$ cat src/design/scc_pkg.sv
// Shared constants and types for the command and clock-enable state control pair
package scc_pkg;

  // Bus widths
  localparam int ADDR_W = 12;
  localparam int BANK_BIT = 11;            // Position of bank_select_bit in the address
  localparam int AUTOCLOSE_BIT = 10;       // Address bit that asks for auto-precharge

  // Clock period and timings, in ns, and derived cycle counts
  localparam int CLK_NS = 100;
  localparam int ROW_CYCLE_NS = 70;        // Refresh and self-refresh recovery time
  localparam int BANK_TO_BANK_ACTIVATE_DELAY_NS = 20;
  localparam int ROW_ACTIVE_MIN_TIME_NS = 45;
  localparam int ROW_TO_COLUMN_DELAY_NS = 20;
  localparam int MRS_GAP_CYC = 2;          // Cycles after mode register set
  localparam int ROW_CYCLE_CYC = (ROW_CYCLE_NS + CLK_NS - 1) / CLK_NS;
  localparam int RRD_CYC = (BANK_TO_BANK_ACTIVATE_DELAY_NS + CLK_NS - 1) / CLK_NS;
  localparam int RAS_CYC = (ROW_ACTIVE_MIN_TIME_NS + CLK_NS - 1) / CLK_NS;
  localparam int RCD_CYC = (ROW_TO_COLUMN_DELAY_NS + CLK_NS - 1) / CLK_NS;
  localparam int CNT_W = 4;

  // Mode register fields and reset values
  localparam int BL_LSB = 0;
  localparam int BL_W = 3;
  localparam logic [2:0] BL_FULL_PAGE = 3'h7;
  localparam logic [11:0] MODE_RST = 12'h000;
  localparam int ROW_W = 11;
  localparam logic [10:0] ROW_CNT_RST = 11'h000;
  localparam int COL_W = 8;

  // Command codes on {cs_n, ras_n, cas_n, we_n}
  localparam logic [3:0] CMD_NOP = 4'h7;
  localparam logic [3:0] CMD_BURST_STOP = 4'h6;
  localparam logic [3:0] CMD_READ = 4'h5;
  localparam logic [3:0] CMD_WRITE = 4'h4;
  localparam logic [3:0] CMD_ACTIVATE = 4'h3;
  localparam logic [3:0] CMD_PRECHARGE = 4'h2;
  localparam logic [3:0] CMD_REFRESH = 4'h1;
  localparam logic [3:0] CMD_MODE_SET = 4'h0;

  // Device-wide power states
  typedef enum logic [4:0] {
    PWR_RUN       = 5'h01,
    PWR_POWERDOWN = 5'h02,
    PWR_SELFREF   = 5'h04,
    PWR_SR_RECOV  = 5'h08,
    PWR_SUSPEND   = 5'h10
  } scc_pwr_t;

  // Per-bank state
  typedef enum logic [3:0] {
    BANK_IDLE   = 4'h1,
    BANK_ACTIVE = 4'h2,
    BANK_READ   = 4'h4,
    BANK_WRITE  = 4'h8
  } scc_bank_t;

  // Controller request kinds on the user side
  typedef enum logic [2:0] {
    REQ_NONE, REQ_ACTIVATE, REQ_READ, REQ_WRITE, REQ_PRECHARGE,
    REQ_REFRESH, REQ_MODE_SET, REQ_BURST_STOP
  } scc_req_t;

endpackage : scc_pkg

$ cat src/design/scc_if.sv
// Command pin bundle between the memory controller and the memory
`timescale 1ns/1ps
`default_nettype none

interface scc_if;
  logic        cke;
  logic        cs_n;
  logic        ras_n;
  logic        cas_n;
  logic        we_n;
  logic [11:0] addr;

  modport ctrl (output cke, output cs_n, output ras_n, output cas_n, output we_n, output addr);
  modport mem  (input cke, input cs_n, input ras_n, input cas_n, input we_n, input addr);
endinterface : scc_if

`default_nettype wire

$ cat src/design/scc_mem.sv
// Memory end: command decode, bank states and clock-enable power states
// Function
// RULE_01: Sample all inputs on the rising clock only
// RULE_02: Controller idles both banks before refresh, mode set
// RULE_03: Mode set loads all twelve address bits
// RULE_04: Refresh row comes from internal counter
// RULE_05: Self-refresh ignores everything except clock enable
// RULE_06: Controller activates only idle banks
// RULE_07: Controller reads or writes only active banks
// RULE_08: Burst stop honoured only at full page
// RULE_09: Legality judged from the selected bank's state
// RULE_10: Clock enable low, banks idle: power-down
// RULE_11: Refresh with clock enable falling: self-refresh
// RULE_12: Second activate waits bank-to-bank delay
// RULE_13: Precharge waits minimum row-active time
// RULE_14: Auto-precharge closes bank when burst ends
// RULE_15: Read or write waits row-to-column delay
// RULE_16: Self-refresh exit recovers a row cycle
// RULE_17: Clock enable low in recovery: power-down next
// RULE_18: Clock enable high ends power-down
// RULE_19: Idle decode of refresh, mode set, activate
// RULE_20: Clock enable low elsewhere suspends next cycle
// RULE_21: Suspend holds while low, resumes after rise
// RULE_22: Clock enable rise reactivates inputs
// RULE_23: Controller never issues illegal commands (the controller sends burst stop whatever the burst length)
// RULE_24: Suspend freezes burst counter and bank states
`timescale 1ns/1ps
`default_nettype none

module scc_mem #(
  parameter int BURST_MAX = 4    // Cycles of a fixed burst in this model
) (
  input  wire logic        i_sys_clk,
  input  wire logic        i_sys_rst,
  scc_if.mem               bus,
  output logic [11:0]      o_mode,
  output logic [1:0]       o_bank_open,
  output logic [4:0]       o_pwr_state,
  output logic [10:0]      o_refresh_row,
  output logic             o_illegal,
  output logic [7:0]       o_burst_col
);

  // Refuse burst lengths that the 8-bit beat counter cannot hold
  if (BURST_MAX < 1 || BURST_MAX > 255) $error("BURST_MAX out of range");

  ////////////////////////////////////////////////////////////////////////////
  // Sampled pins and command decode
  logic [3:0]  cmd_q;
  logic [11:0] addr_q;
  logic        cke_q;
  logic        cke_prev_q;
  scc_pkg::scc_pwr_t  pwr_q, pwr_d;
  scc_pkg::scc_bank_t bank_q [2];
  logic [1:0]  auto_q;
  logic [7:0]  left_q [2];
  logic [3:0]  rec_q;
  logic [11:0] mode_q;
  logic [10:0] row_cnt_q;
  logic [7:0]  col_q;
  logic        illegal_q;

  // Register the pins on the rising edge only [RULE_01]
  always_ff @(posedge i_sys_clk) begin
    cmd_q      <= {bus.cs_n, bus.ras_n, bus.cas_n, bus.we_n};
    addr_q     <= bus.addr;
    cke_q      <= bus.cke;
    cke_prev_q <= i_sys_rst ? 1'b1 : cke_q;
  end

  wire       sel       = addr_q[scc_pkg::BANK_BIT];  // Bank named by the command [RULE_09]
  wire       both_idle = (bank_q[0] == scc_pkg::BANK_IDLE) && (bank_q[1] == scc_pkg::BANK_IDLE);
  wire       is_nop    = cmd_q[3] || (cmd_q == scc_pkg::CMD_NOP);
  wire       nop_like  = cmd_q[3] || (cmd_q[2] && cmd_q[1]);   // Deselect, NOP or burst stop pattern
  wire       run_pwr   = (pwr_q == scc_pkg::PWR_RUN);
  wire       live      = run_pwr && cke_prev_q && cke_q;       // Commands act this cycle
  wire       full_page = (mode_q[scc_pkg::BL_LSB +: scc_pkg::BL_W] == scc_pkg::BL_FULL_PAGE);
  wire       sel_open  = bank_q[sel] != scc_pkg::BANK_IDLE;
  wire       sel_burst = (bank_q[sel] == scc_pkg::BANK_READ) || (bank_q[sel] == scc_pkg::BANK_WRITE);
  wire       do_act    = live && !cmd_q[3] && cmd_q[2:0] == scc_pkg::CMD_ACTIVATE[2:0];
  wire       do_pre    = live && !cmd_q[3] && cmd_q[2:0] == scc_pkg::CMD_PRECHARGE[2:0];
  wire       do_rd     = live && !cmd_q[3] && cmd_q[2:0] == scc_pkg::CMD_READ[2:0];
  wire       do_wr     = live && !cmd_q[3] && cmd_q[2:0] == scc_pkg::CMD_WRITE[2:0];
  wire       do_bst    = live && !cmd_q[3] && cmd_q[2:0] == scc_pkg::CMD_BURST_STOP[2:0];
  wire       ref_code  = !cmd_q[3] && cmd_q[2:0] == scc_pkg::CMD_REFRESH[2:0];
  // Refresh and mode set only act with both banks idle and clock enable high twice [RULE_19]
  wire       do_ref    = live && both_idle && ref_code;
  wire       do_mrs    = live && both_idle && cmd_q == scc_pkg::CMD_MODE_SET;
  wire       burst_stop_ok = do_bst && full_page && sel_burst;   // [RULE_08]
  wire       enter_sr  = run_pwr && cke_prev_q && !cke_q && both_idle && ref_code;

  // Flag commands that are illegal for the current power or bank state
  wire bad_cmd = ((pwr_q == scc_pkg::PWR_SR_RECOV || (pwr_q == scc_pkg::PWR_SELFREF && cke_q))
                  && !nop_like)
              || (do_act && sel_open) || ((do_rd || do_wr) && !sel_open)
              || (live && !both_idle && (ref_code || cmd_q == scc_pkg::CMD_MODE_SET));

  ////////////////////////////////////////////////////////////////////////////
  // Clock-enable power state machine
  always_comb begin
    pwr_d = pwr_q;
    case (pwr_q)
      scc_pkg::PWR_RUN: begin
        if (cke_prev_q && !cke_q) begin
          if (enter_sr)        pwr_d = scc_pkg::PWR_SELFREF;    // [RULE_11]
          else if (both_idle)  pwr_d = scc_pkg::PWR_POWERDOWN;  // [RULE_10]
          else                 pwr_d = scc_pkg::PWR_SUSPEND;    // [RULE_20]
        end
      end
      // Only clock enable is looked at in power-down and self-refresh [RULE_05]
      scc_pkg::PWR_POWERDOWN: if (cke_q) pwr_d = scc_pkg::PWR_RUN;  // [RULE_18] [RULE_22]
      scc_pkg::PWR_SELFREF:   if (cke_q) pwr_d = scc_pkg::PWR_SR_RECOV; // [RULE_16]
      scc_pkg::PWR_SR_RECOV: begin
        if (!cke_q && nop_like)   pwr_d = scc_pkg::PWR_POWERDOWN;   // [RULE_17]
        else if (rec_q == 4'h0)   pwr_d = scc_pkg::PWR_RUN;         // [RULE_16]
      end
      scc_pkg::PWR_SUSPEND: if (cke_q) pwr_d = scc_pkg::PWR_RUN;    // [RULE_21] [RULE_22]
      default: pwr_d = scc_pkg::PWR_RUN;
    endcase
  end

  always_ff @(posedge i_sys_clk) begin
    if (i_sys_rst) pwr_q <= scc_pkg::PWR_RUN;
    else           pwr_q <= pwr_d;
  end

  // Row-cycle recovery count after self-refresh exit
  always_ff @(posedge i_sys_clk) begin
    if (i_sys_rst)                         rec_q <= 4'h0;
    else if (pwr_q == scc_pkg::PWR_SELFREF) rec_q <= 4'(scc_pkg::ROW_CYCLE_CYC - 1); // [RULE_16]
    else if (rec_q != 4'h0)                rec_q <= rec_q - 4'h1;
  end

  ////////////////////////////////////////////////////////////////////////////
  // Mode register and refresh row counter
  always_ff @(posedge i_sys_clk) begin
    if (i_sys_rst) begin
      mode_q    <= scc_pkg::MODE_RST;
      row_cnt_q <= scc_pkg::ROW_CNT_RST;
    end else begin
      if (do_mrs) mode_q <= addr_q;                             // [RULE_03]
      // Internal row advances; address and data pins unused [RULE_04]
      if (do_ref || (pwr_q == scc_pkg::PWR_SELFREF)) row_cnt_q <= row_cnt_q + 11'h1;
    end
  end

  ////////////////////////////////////////////////////////////////////////////
  // Per-bank state, burst length and auto-precharge; frozen while suspended
  for (genvar b = 0; b < 2; b++) begin : g_bank
    wire hit  = (sel == 1'(b));
    wire done = (bank_q[b] == scc_pkg::BANK_READ || bank_q[b] == scc_pkg::BANK_WRITE)
                && left_q[b] == 8'h01 && !full_page;
    always_ff @(posedge i_sys_clk) begin
      if (i_sys_rst) begin
        bank_q[b] <= scc_pkg::BANK_IDLE;
        auto_q[b] <= 1'b0;
        left_q[b] <= 8'h00;
      end else if (live) begin                                  // [RULE_24]
        if (hit && do_act && !sel_open) begin
          bank_q[b] <= scc_pkg::BANK_ACTIVE;
        end else if (do_pre && (hit || addr_q[scc_pkg::AUTOCLOSE_BIT])) begin
          bank_q[b] <= scc_pkg::BANK_IDLE;
          auto_q[b] <= 1'b0;
        end else if (hit && (do_rd || do_wr) && sel_open) begin  // [RULE_09]
          bank_q[b] <= do_rd ? scc_pkg::BANK_READ : scc_pkg::BANK_WRITE;
          auto_q[b] <= addr_q[scc_pkg::AUTOCLOSE_BIT];
          left_q[b] <= 8'(BURST_MAX);
        end else if (hit && burst_stop_ok) begin
          bank_q[b] <= scc_pkg::BANK_ACTIVE;
        end else if (done) begin
          // Auto-precharge closes the bank as the burst completes [RULE_14]
          bank_q[b] <= auto_q[b] ? scc_pkg::BANK_IDLE : scc_pkg::BANK_ACTIVE;
          auto_q[b] <= 1'b0;
        end else if (left_q[b] != 8'h00) begin
          left_q[b] <= left_q[b] - 8'h01;
        end
      end
    end
  end

  // Burst column counter holds during suspend [RULE_24]
  always_ff @(posedge i_sys_clk) begin
    if (i_sys_rst)              col_q <= 8'h00;
    else if (do_rd || do_wr)    col_q <= addr_q[scc_pkg::COL_W-1:0];
    else if (live && sel_burst) col_q <= col_q + 8'h01;
  end

  // Sticky-free per-cycle illegal flag
  always_ff @(posedge i_sys_clk) begin
    if (i_sys_rst) illegal_q <= 1'b0;
    else           illegal_q <= bad_cmd && !is_nop;
  end

  ////////////////////////////////////////////////////////////////////////////
  // Outputs from flip-flops; bank-open bits decoded from the bank states
  assign o_mode        = mode_q;
  assign o_bank_open   = {bank_q[1] != scc_pkg::BANK_IDLE, bank_q[0] != scc_pkg::BANK_IDLE};
  assign o_pwr_state   = pwr_q;
  assign o_refresh_row = row_cnt_q;
  assign o_illegal     = illegal_q;
  assign o_burst_col   = col_q;

endmodule : scc_mem

`default_nettype wire

$ cat src/flat_wrapper.sv
// flat-port wrapper written by rule: the top's interface ports become plain ports
module scc_mem_flat 
#(
  parameter int BURST_MAX = 4                                            
)
  (i_sys_clk, i_sys_rst, o_mode, o_bank_open, o_pwr_state, o_refresh_row, o_illegal, o_burst_col, bus_cke, bus_cs_n, bus_ras_n, bus_cas_n, bus_we_n, bus_addr);
  scc_if bus_i ();
  input  wire logic i_sys_clk;
  input  wire logic i_sys_rst;
  output logic [11:0] o_mode;
  output logic [1:0] o_bank_open;
  output logic [4:0] o_pwr_state;
  output logic [10:0] o_refresh_row;
  output logic o_illegal;
  output logic [7:0] o_burst_col;
  input wire logic [$bits(bus_i.cke)-1:0] bus_cke;
  input wire logic [$bits(bus_i.cs_n)-1:0] bus_cs_n;
  input wire logic [$bits(bus_i.ras_n)-1:0] bus_ras_n;
  input wire logic [$bits(bus_i.cas_n)-1:0] bus_cas_n;
  input wire logic [$bits(bus_i.we_n)-1:0] bus_we_n;
  input wire logic [$bits(bus_i.addr)-1:0] bus_addr;
  assign bus_i.cke = bus_cke;
  assign bus_i.cs_n = bus_cs_n;
  assign bus_i.ras_n = bus_ras_n;
  assign bus_i.cas_n = bus_cas_n;
  assign bus_i.we_n = bus_we_n;
  assign bus_i.addr = bus_addr;
  scc_mem #(.BURST_MAX(BURST_MAX)) u_core (.i_sys_clk(i_sys_clk), .i_sys_rst(i_sys_rst), .bus(bus_i), .o_mode(o_mode), .o_bank_open(o_bank_open), .o_pwr_state(o_pwr_state), .o_refresh_row(o_refresh_row), .o_illegal(o_illegal), .o_burst_col(o_burst_col));
endmodule
$ cat config.mk
export PLATFORM = sky130hd
export DESIGN_NAME = scc_mem_flat
export DESIGN_NICKNAME = d
export VERILOG_FILES = /design/src/design/scc_pkg.sv /design/src/design/scc_if.sv /design/src/design/scc_mem.sv /design/src/flat_wrapper.sv
export SDC_FILE = /design/constraint.sdc
export NUM_CORES = 1
export LEC_CHECK = 0
export BUFFER_PORTS_ARGS = -buffer_cell sky130_fd_sc_hd__buf_2
export CAP_MARGIN = 20
export CORE_MARGIN = 4
export CORE_UTILIZATION = 57
export CTS_BUF_LIST = sky130_fd_sc_hd__clkbuf_16
export DETAILED_ROUTE_END_ITERATION = 8
export PLACE_DENSITY = 0.8
export SLEW_MARGIN = 25
export SYNTH_ARGS = -nofsm -noshare
export SYNTH_HDL_FRONTEND = slang
export SYNTH_SLANG_ARGS = --single-unit
$ cat constraint.sdc
create_clock -name i_sys_clk -period 2.8 [get_ports i_sys_clk]
set_input_delay 0.14 -clock i_sys_clk [delete_from_list [all_inputs] [get_ports i_sys_clk]]
set_output_delay 0.14 -clock i_sys_clk [all_outputs]
set_load 0.1 [all_outputs]
=== Word level (Yosys, flattened, before mapping) ===
Memory sizes are Yosys's and may differ from the RTL's. A register that Yosys moved wholly into a read port is not among the register bits.
Cells that the tools add are included.

* Bits in registers: 61
* Bits in writable memories: 24
* Input port bits: 19
* Memories kept: 2

{| class="wikitable"
|+ Memories
! memory !! words !! bits a word !! rd ports !! clocked after Yosys merged registers in !! wr ports !! RTL line !! text
|-
| u_core.left_q || 2 || 8 || 2 || 0 || 2 || scc_mem.sv:56 || <nowiki>logic [7:0] left_q [2];</nowiki>
|-
| u_core.bank_q || 2 || 4 || 3 || 1 || 2 || scc_mem.sv:54 || <nowiki>scc_pkg::scc_bank_t bank_q [2];</nowiki>
|}

* Add/sub/neg operators: 5
* Equal/unequal tests: 32
* Mux-type cells: 115
* Bitwise gates (word level): 17
* Reductions and logical operators: 79

{| class="wikitable"
|+ Operators by type and width
! operator !! number
|-
| $mux 1 || 88
|-
| $mux 8 || 6
|-
| $logic_and 1x1->1 || 45
|-
| $mux 4 || 11
|-
| $mux 5 || 7
|-
| $pmux 5 s4 || 1
|-
| $eq 4x3->1 const B || 4
|-
| $eq 8x1->1 const B || 2
|-
| $reduce_bool 8->1 || 2
|-
| $sub 8x1->8 const B || 2
|-
| $logic_or 1x1->1 || 14
|-
| $or 1x1->1 || 14
|-
| $eq 3x3->1 const B || 4
|-
| $eq 4x4->1 const B || 3
|-
| $ne 4x1->1 const B || 3
|-
| $reduce_and 4->1 || 3
|-
| $add 11x1->11 const B || 1
|-
| $add 8x1->8 const B || 1
|-
| $eq 4x1->1 const B || 2
|-
| $logic_not 4->1 || 2
|-
| $logic_not 1->1 || 7
|-
| $eq 3x2->1 const B || 2
|-
| $ne 3x1->1 const B || 2
|-
| $reduce_bool 3->1 || 2
|-
| 15 further kinds || 20
|}

=== Longest topological paths before layout ===
* Depth after elaboration: 17
* Depth in mapped cells: 9

=== Least setup slack after synthesis ===
No wires, ideal clock.

* Path type: reg-to-reg
* Start: register u_core.pwr_q[0] (netlist: u_core.o_pwr_state[0])
* End: memory u_core.left_q[0][0], enable pin
* Library setup time: 0.329 ns
* Arrival: 2.686 ns
* Path slack: -0.215 ns
* Cell stages (with the launch flop): 9
* Path through: dfxtp_1 > buf_2 > nor3b_2 > and3_1 > buf_2 > nand3_1 > or4_1 > buf_2 > nand2_1

{| class="wikitable"
|+ RTL lines
! item !! RTL line !! text
|-
| start, declared || scc_mem.sv:53 || <nowiki>scc_pkg::scc_pwr_t pwr_q, pwr_d;</nowiki>
|-
| start signal, assigned || scc_mem.sv:123 || <nowiki>if (i_sys_rst) pwr_q <= scc_pkg::PWR_RUN;</nowiki>
|-
| start signal, assigned || scc_mem.sv:124 || <nowiki>else pwr_q <= pwr_d;</nowiki>
|-
| end, declared || scc_mem.sv:56 ||
|}

==> metrics.csv <==
metric,value,unit
critical path type,flip-flop to flip-flop,
CP max stage cell,dfxtp_1,
CTS root buf,clkbuf_16,
f_max,416,MHz
Skew-Pair Late Insertion Delay,0.34,ns
WL/cell,16.2,um
Placed Instance Area,4520,um^2
die width,92.5,um
die height,92.5,um
Synth Area in Adders,2.15,%
placed instance count,578,
largest net degree at the start of global routing,42,
synthesized area,4070,um^2
clock sinks,85,
number of cells on the critical path,6,
endpoint of the worst-slack reg-to-reg timing path,u_core.bank_q[1][3],
Async SR Flop Fraction,0,%
via/cell ratio,5.94,
vias in the first global route,3463,
unrepaired setup endpoints after global routing,no,
Non-Filler Instances,611,
mux contribution to synthesized area,3.93,%
HP Start,i_sys_rst,
Synth top area share,30.0,%
final worst setup slack,0.398,ns
die area,8560,um^2
final clock skew,0.00816,ns
"Design Area, Final",4980,um^2
initial core utilization,59.3,%
Std-Cell Core Area,6870,um^2
worst-path cell chain,nor4b_1 > buf_4 > a21boi_0 > a32oi_1 > and3_1 > o21ai_1,
drt drc,0,
Critical Path Source,u_core.cmd_q[1],
final wirelength,9900,um
first-pass GRT wire length,16400,um
CP arrival,2.41,ns
maximum clock insertion buffer count,2,
total power draw,3.45,mW
post-layout util,72.5,%
grt ovf,0,
WHS,0.249,ns
outcome,finished clean,
pwr/cell area,693,nW/um^2
Synth cell types,66,
worst hold path type,input pin to flip-flop,
initial antenna violation count,0,
sequential area share after synthesis,47.7,%
Synth area leader,dfxtp_1,
XOR/XNOR Fraction of Synth Area,3.87,%
Pre-Repair DR Iteration Count,5,
"top cells by area, synth","dfxtp_1, edfxtp_1, nor2_1",
Ant. Diodes,0,
Slew Limit Fails,0,
overall routing resource usage,24.0,%
row count,30,
syn nets,456,
worst hold stages,5,
minimum clock period,2.40,ns
Pleak,2.04,nW
max_cap viols,0,
largest family of logic cells by synthesized area,simple AND/OR/NAND/NOR gates,
most instantiated cells after synthesis,"dfxtp_1, nor2_1, nand2_1",
Worst R2R Setup Slack,0.40,ns
crit-path leading delay family,compound AO/OA/AOI/OAI gates,
Main synth FF type,dfxtp_1,
Via Count,3631,
Setup TNS,0,ns
"slowest stage delay, CP",0.49,ns
Starting DRT DRC Count,191,
Inserted Clock Buffers,9,
final hold violation count,0,
Worst setup SP type,flip-flop,
CP Capture Type,flip-flop,
number of flops mapped to enable cells by yosys,24,
Port Buffers,57,
synthesis-to-finish area growth,22.3,%
Ports,58,
TritonCTS clock tree,built,
GP Congestion,0.891,
Clock Pin Slew Worst Setup and Hold Paths,0.07,ns
most common cell in the netlist,dfxtp_1,
Setup WS pre-CTS,0.448,ns
WP buf/inv,1,
post-CTS sizing,0,
H-Tree Depth,3,
Max VDD drop,476,uV
Synth Warn #,0,
WHS Endpoint,u_core.o_illegal,
maximum fanout along the worst path,8,
Worst Tran Pin Value,0.679,ns
worst rel slew slack,54.4,%
RR Startpoint,u_core.cmd_q[1],
# setup viols final,0,
net total in the final layout,536,
antenna-violating nets left,0,
reg2reg path depth,6,
post-DP HPWL,6830,um
fin crit share,85.8,%
post-synthesis average cell area,9.47,um^2
Post-Synth Simple-Gate Area,24.2,%
layout cells sized above 1,20.2,%
compound-gate portion of the synthesized area,14.5,%
WP data required,2.81,ns
#FFs+latches synth,85,
Synth Instances,430,
-- worst register-to-register path, delay by kind of cell, from the launching register on --
kind,cells,cell delay [ns]
AND/OR/NAND/NOR,2,0.54
AO/OA/AOI/OAI,3,0.85
buffers and inverters,1,0.20
flip-flops,1,0.49
-- final cells by class --
type	instances	area [um^2]
inverters	18	67.6
clock buffers	9	225
repair buffers	89	568
well taps	96	120
multi-input cells	307	1990
clock inverters	7	71.3
fillers	517	1890
flip-flops and latches	85	1940
-- kinds of logic (layout without fill, tap and decap cells) --
group	after synthesis	after routing
adders and majority gates	7	7
and+or+nand+nor	180	180
buffers and inverters	38	123
xor gates and xnor gates	18	18
AOI/OAI and AO/OA	86	86
muxes	16	16
DFF	85	85
-- state kept, by name, summed over array words and instances, names as in the netlist --
register and flops:
u_core.left_q 16, u_core.addr_q 12, u_core.o_mode 12, u_core.o_refresh_row 11, u_core.bank_q 8, u_core.o_burst_col 8, u_core.o_pwr_state 5, u_core.cmd_q 4
u_core.rec_q 4, u_core.auto_q 2, u_core.cke_prev_q 1, u_core.cke_q 1, u_core.o_illegal 1
-- routing by layer --
metal | routed length [um] | vias to the layer above | GRT usage [%]
met5 | 0 | - | 0
met4 | 232 | 0 | 8.79
met3 | 681 | 22 | 7.23
met2 | 4730 | 121 | 39.0
met1 | 4250 | 1722 | 30.2
li1 | - | 1766 | -
-- repair_timing --
action,4_1_cts,5_1_grt
hold buffers,17,0
hold endpoints to repair,17,0
buffers inserted,0,0
-- power breakdown --
part	switching (mW)	leakage, nW	total [mW]	internal (mW)
Combinational	0.507	1.14	0.775	0.268
Sequential	0.108	0.743	1.49	1.38
Clock	0.497	0.152	1.19	0.696
Total	1.11	2.04	3.45	2.34
-- placed cells by master, fill, tap and decap left out, types with 4 or more instances in the layout --
cell type,Yosys,final
a211oi_1,4,4
a21oi_1,22,22
a31oi_1,4,4
and2_1,4,4
and3_1,9,9
buf_2,7,57
buf_4,0,15
clkbuf_16,0,9
dfxtp_1,61,59
dlygate4sd3_1,0,17
edfxtp_1,24,24
ha_1,7,7
inv_1,15,16
mux2i_1,16,16
nand2_1,26,26
nand3_1,19,19
nand4_1,8,8
nor2_1,51,51
nor3_1,14,14
nor4_1,8,8
o21ai_0,11,11
o31ai_1,6,6
or3_1,5,5
or4_1,8,8
xnor2_1,12,12
xor2_1,6,6
-- worst max-delay path by stage --
stage	end	slack [ns]
after floorplan	u_core.left_q[1][0]	0.004
after global placement	u_core.left_q[0][6]	0.47
after detailed placement	u_core.left_q[0][6]	0.45
after CTS	u_core.left_q[0][0]	0.41
after global routing	u_core.left_q[1][7]	0.26
final	u_core.bank_q[1][3]	0.40
No activity file was read; power rests on OpenSTA's default activity.
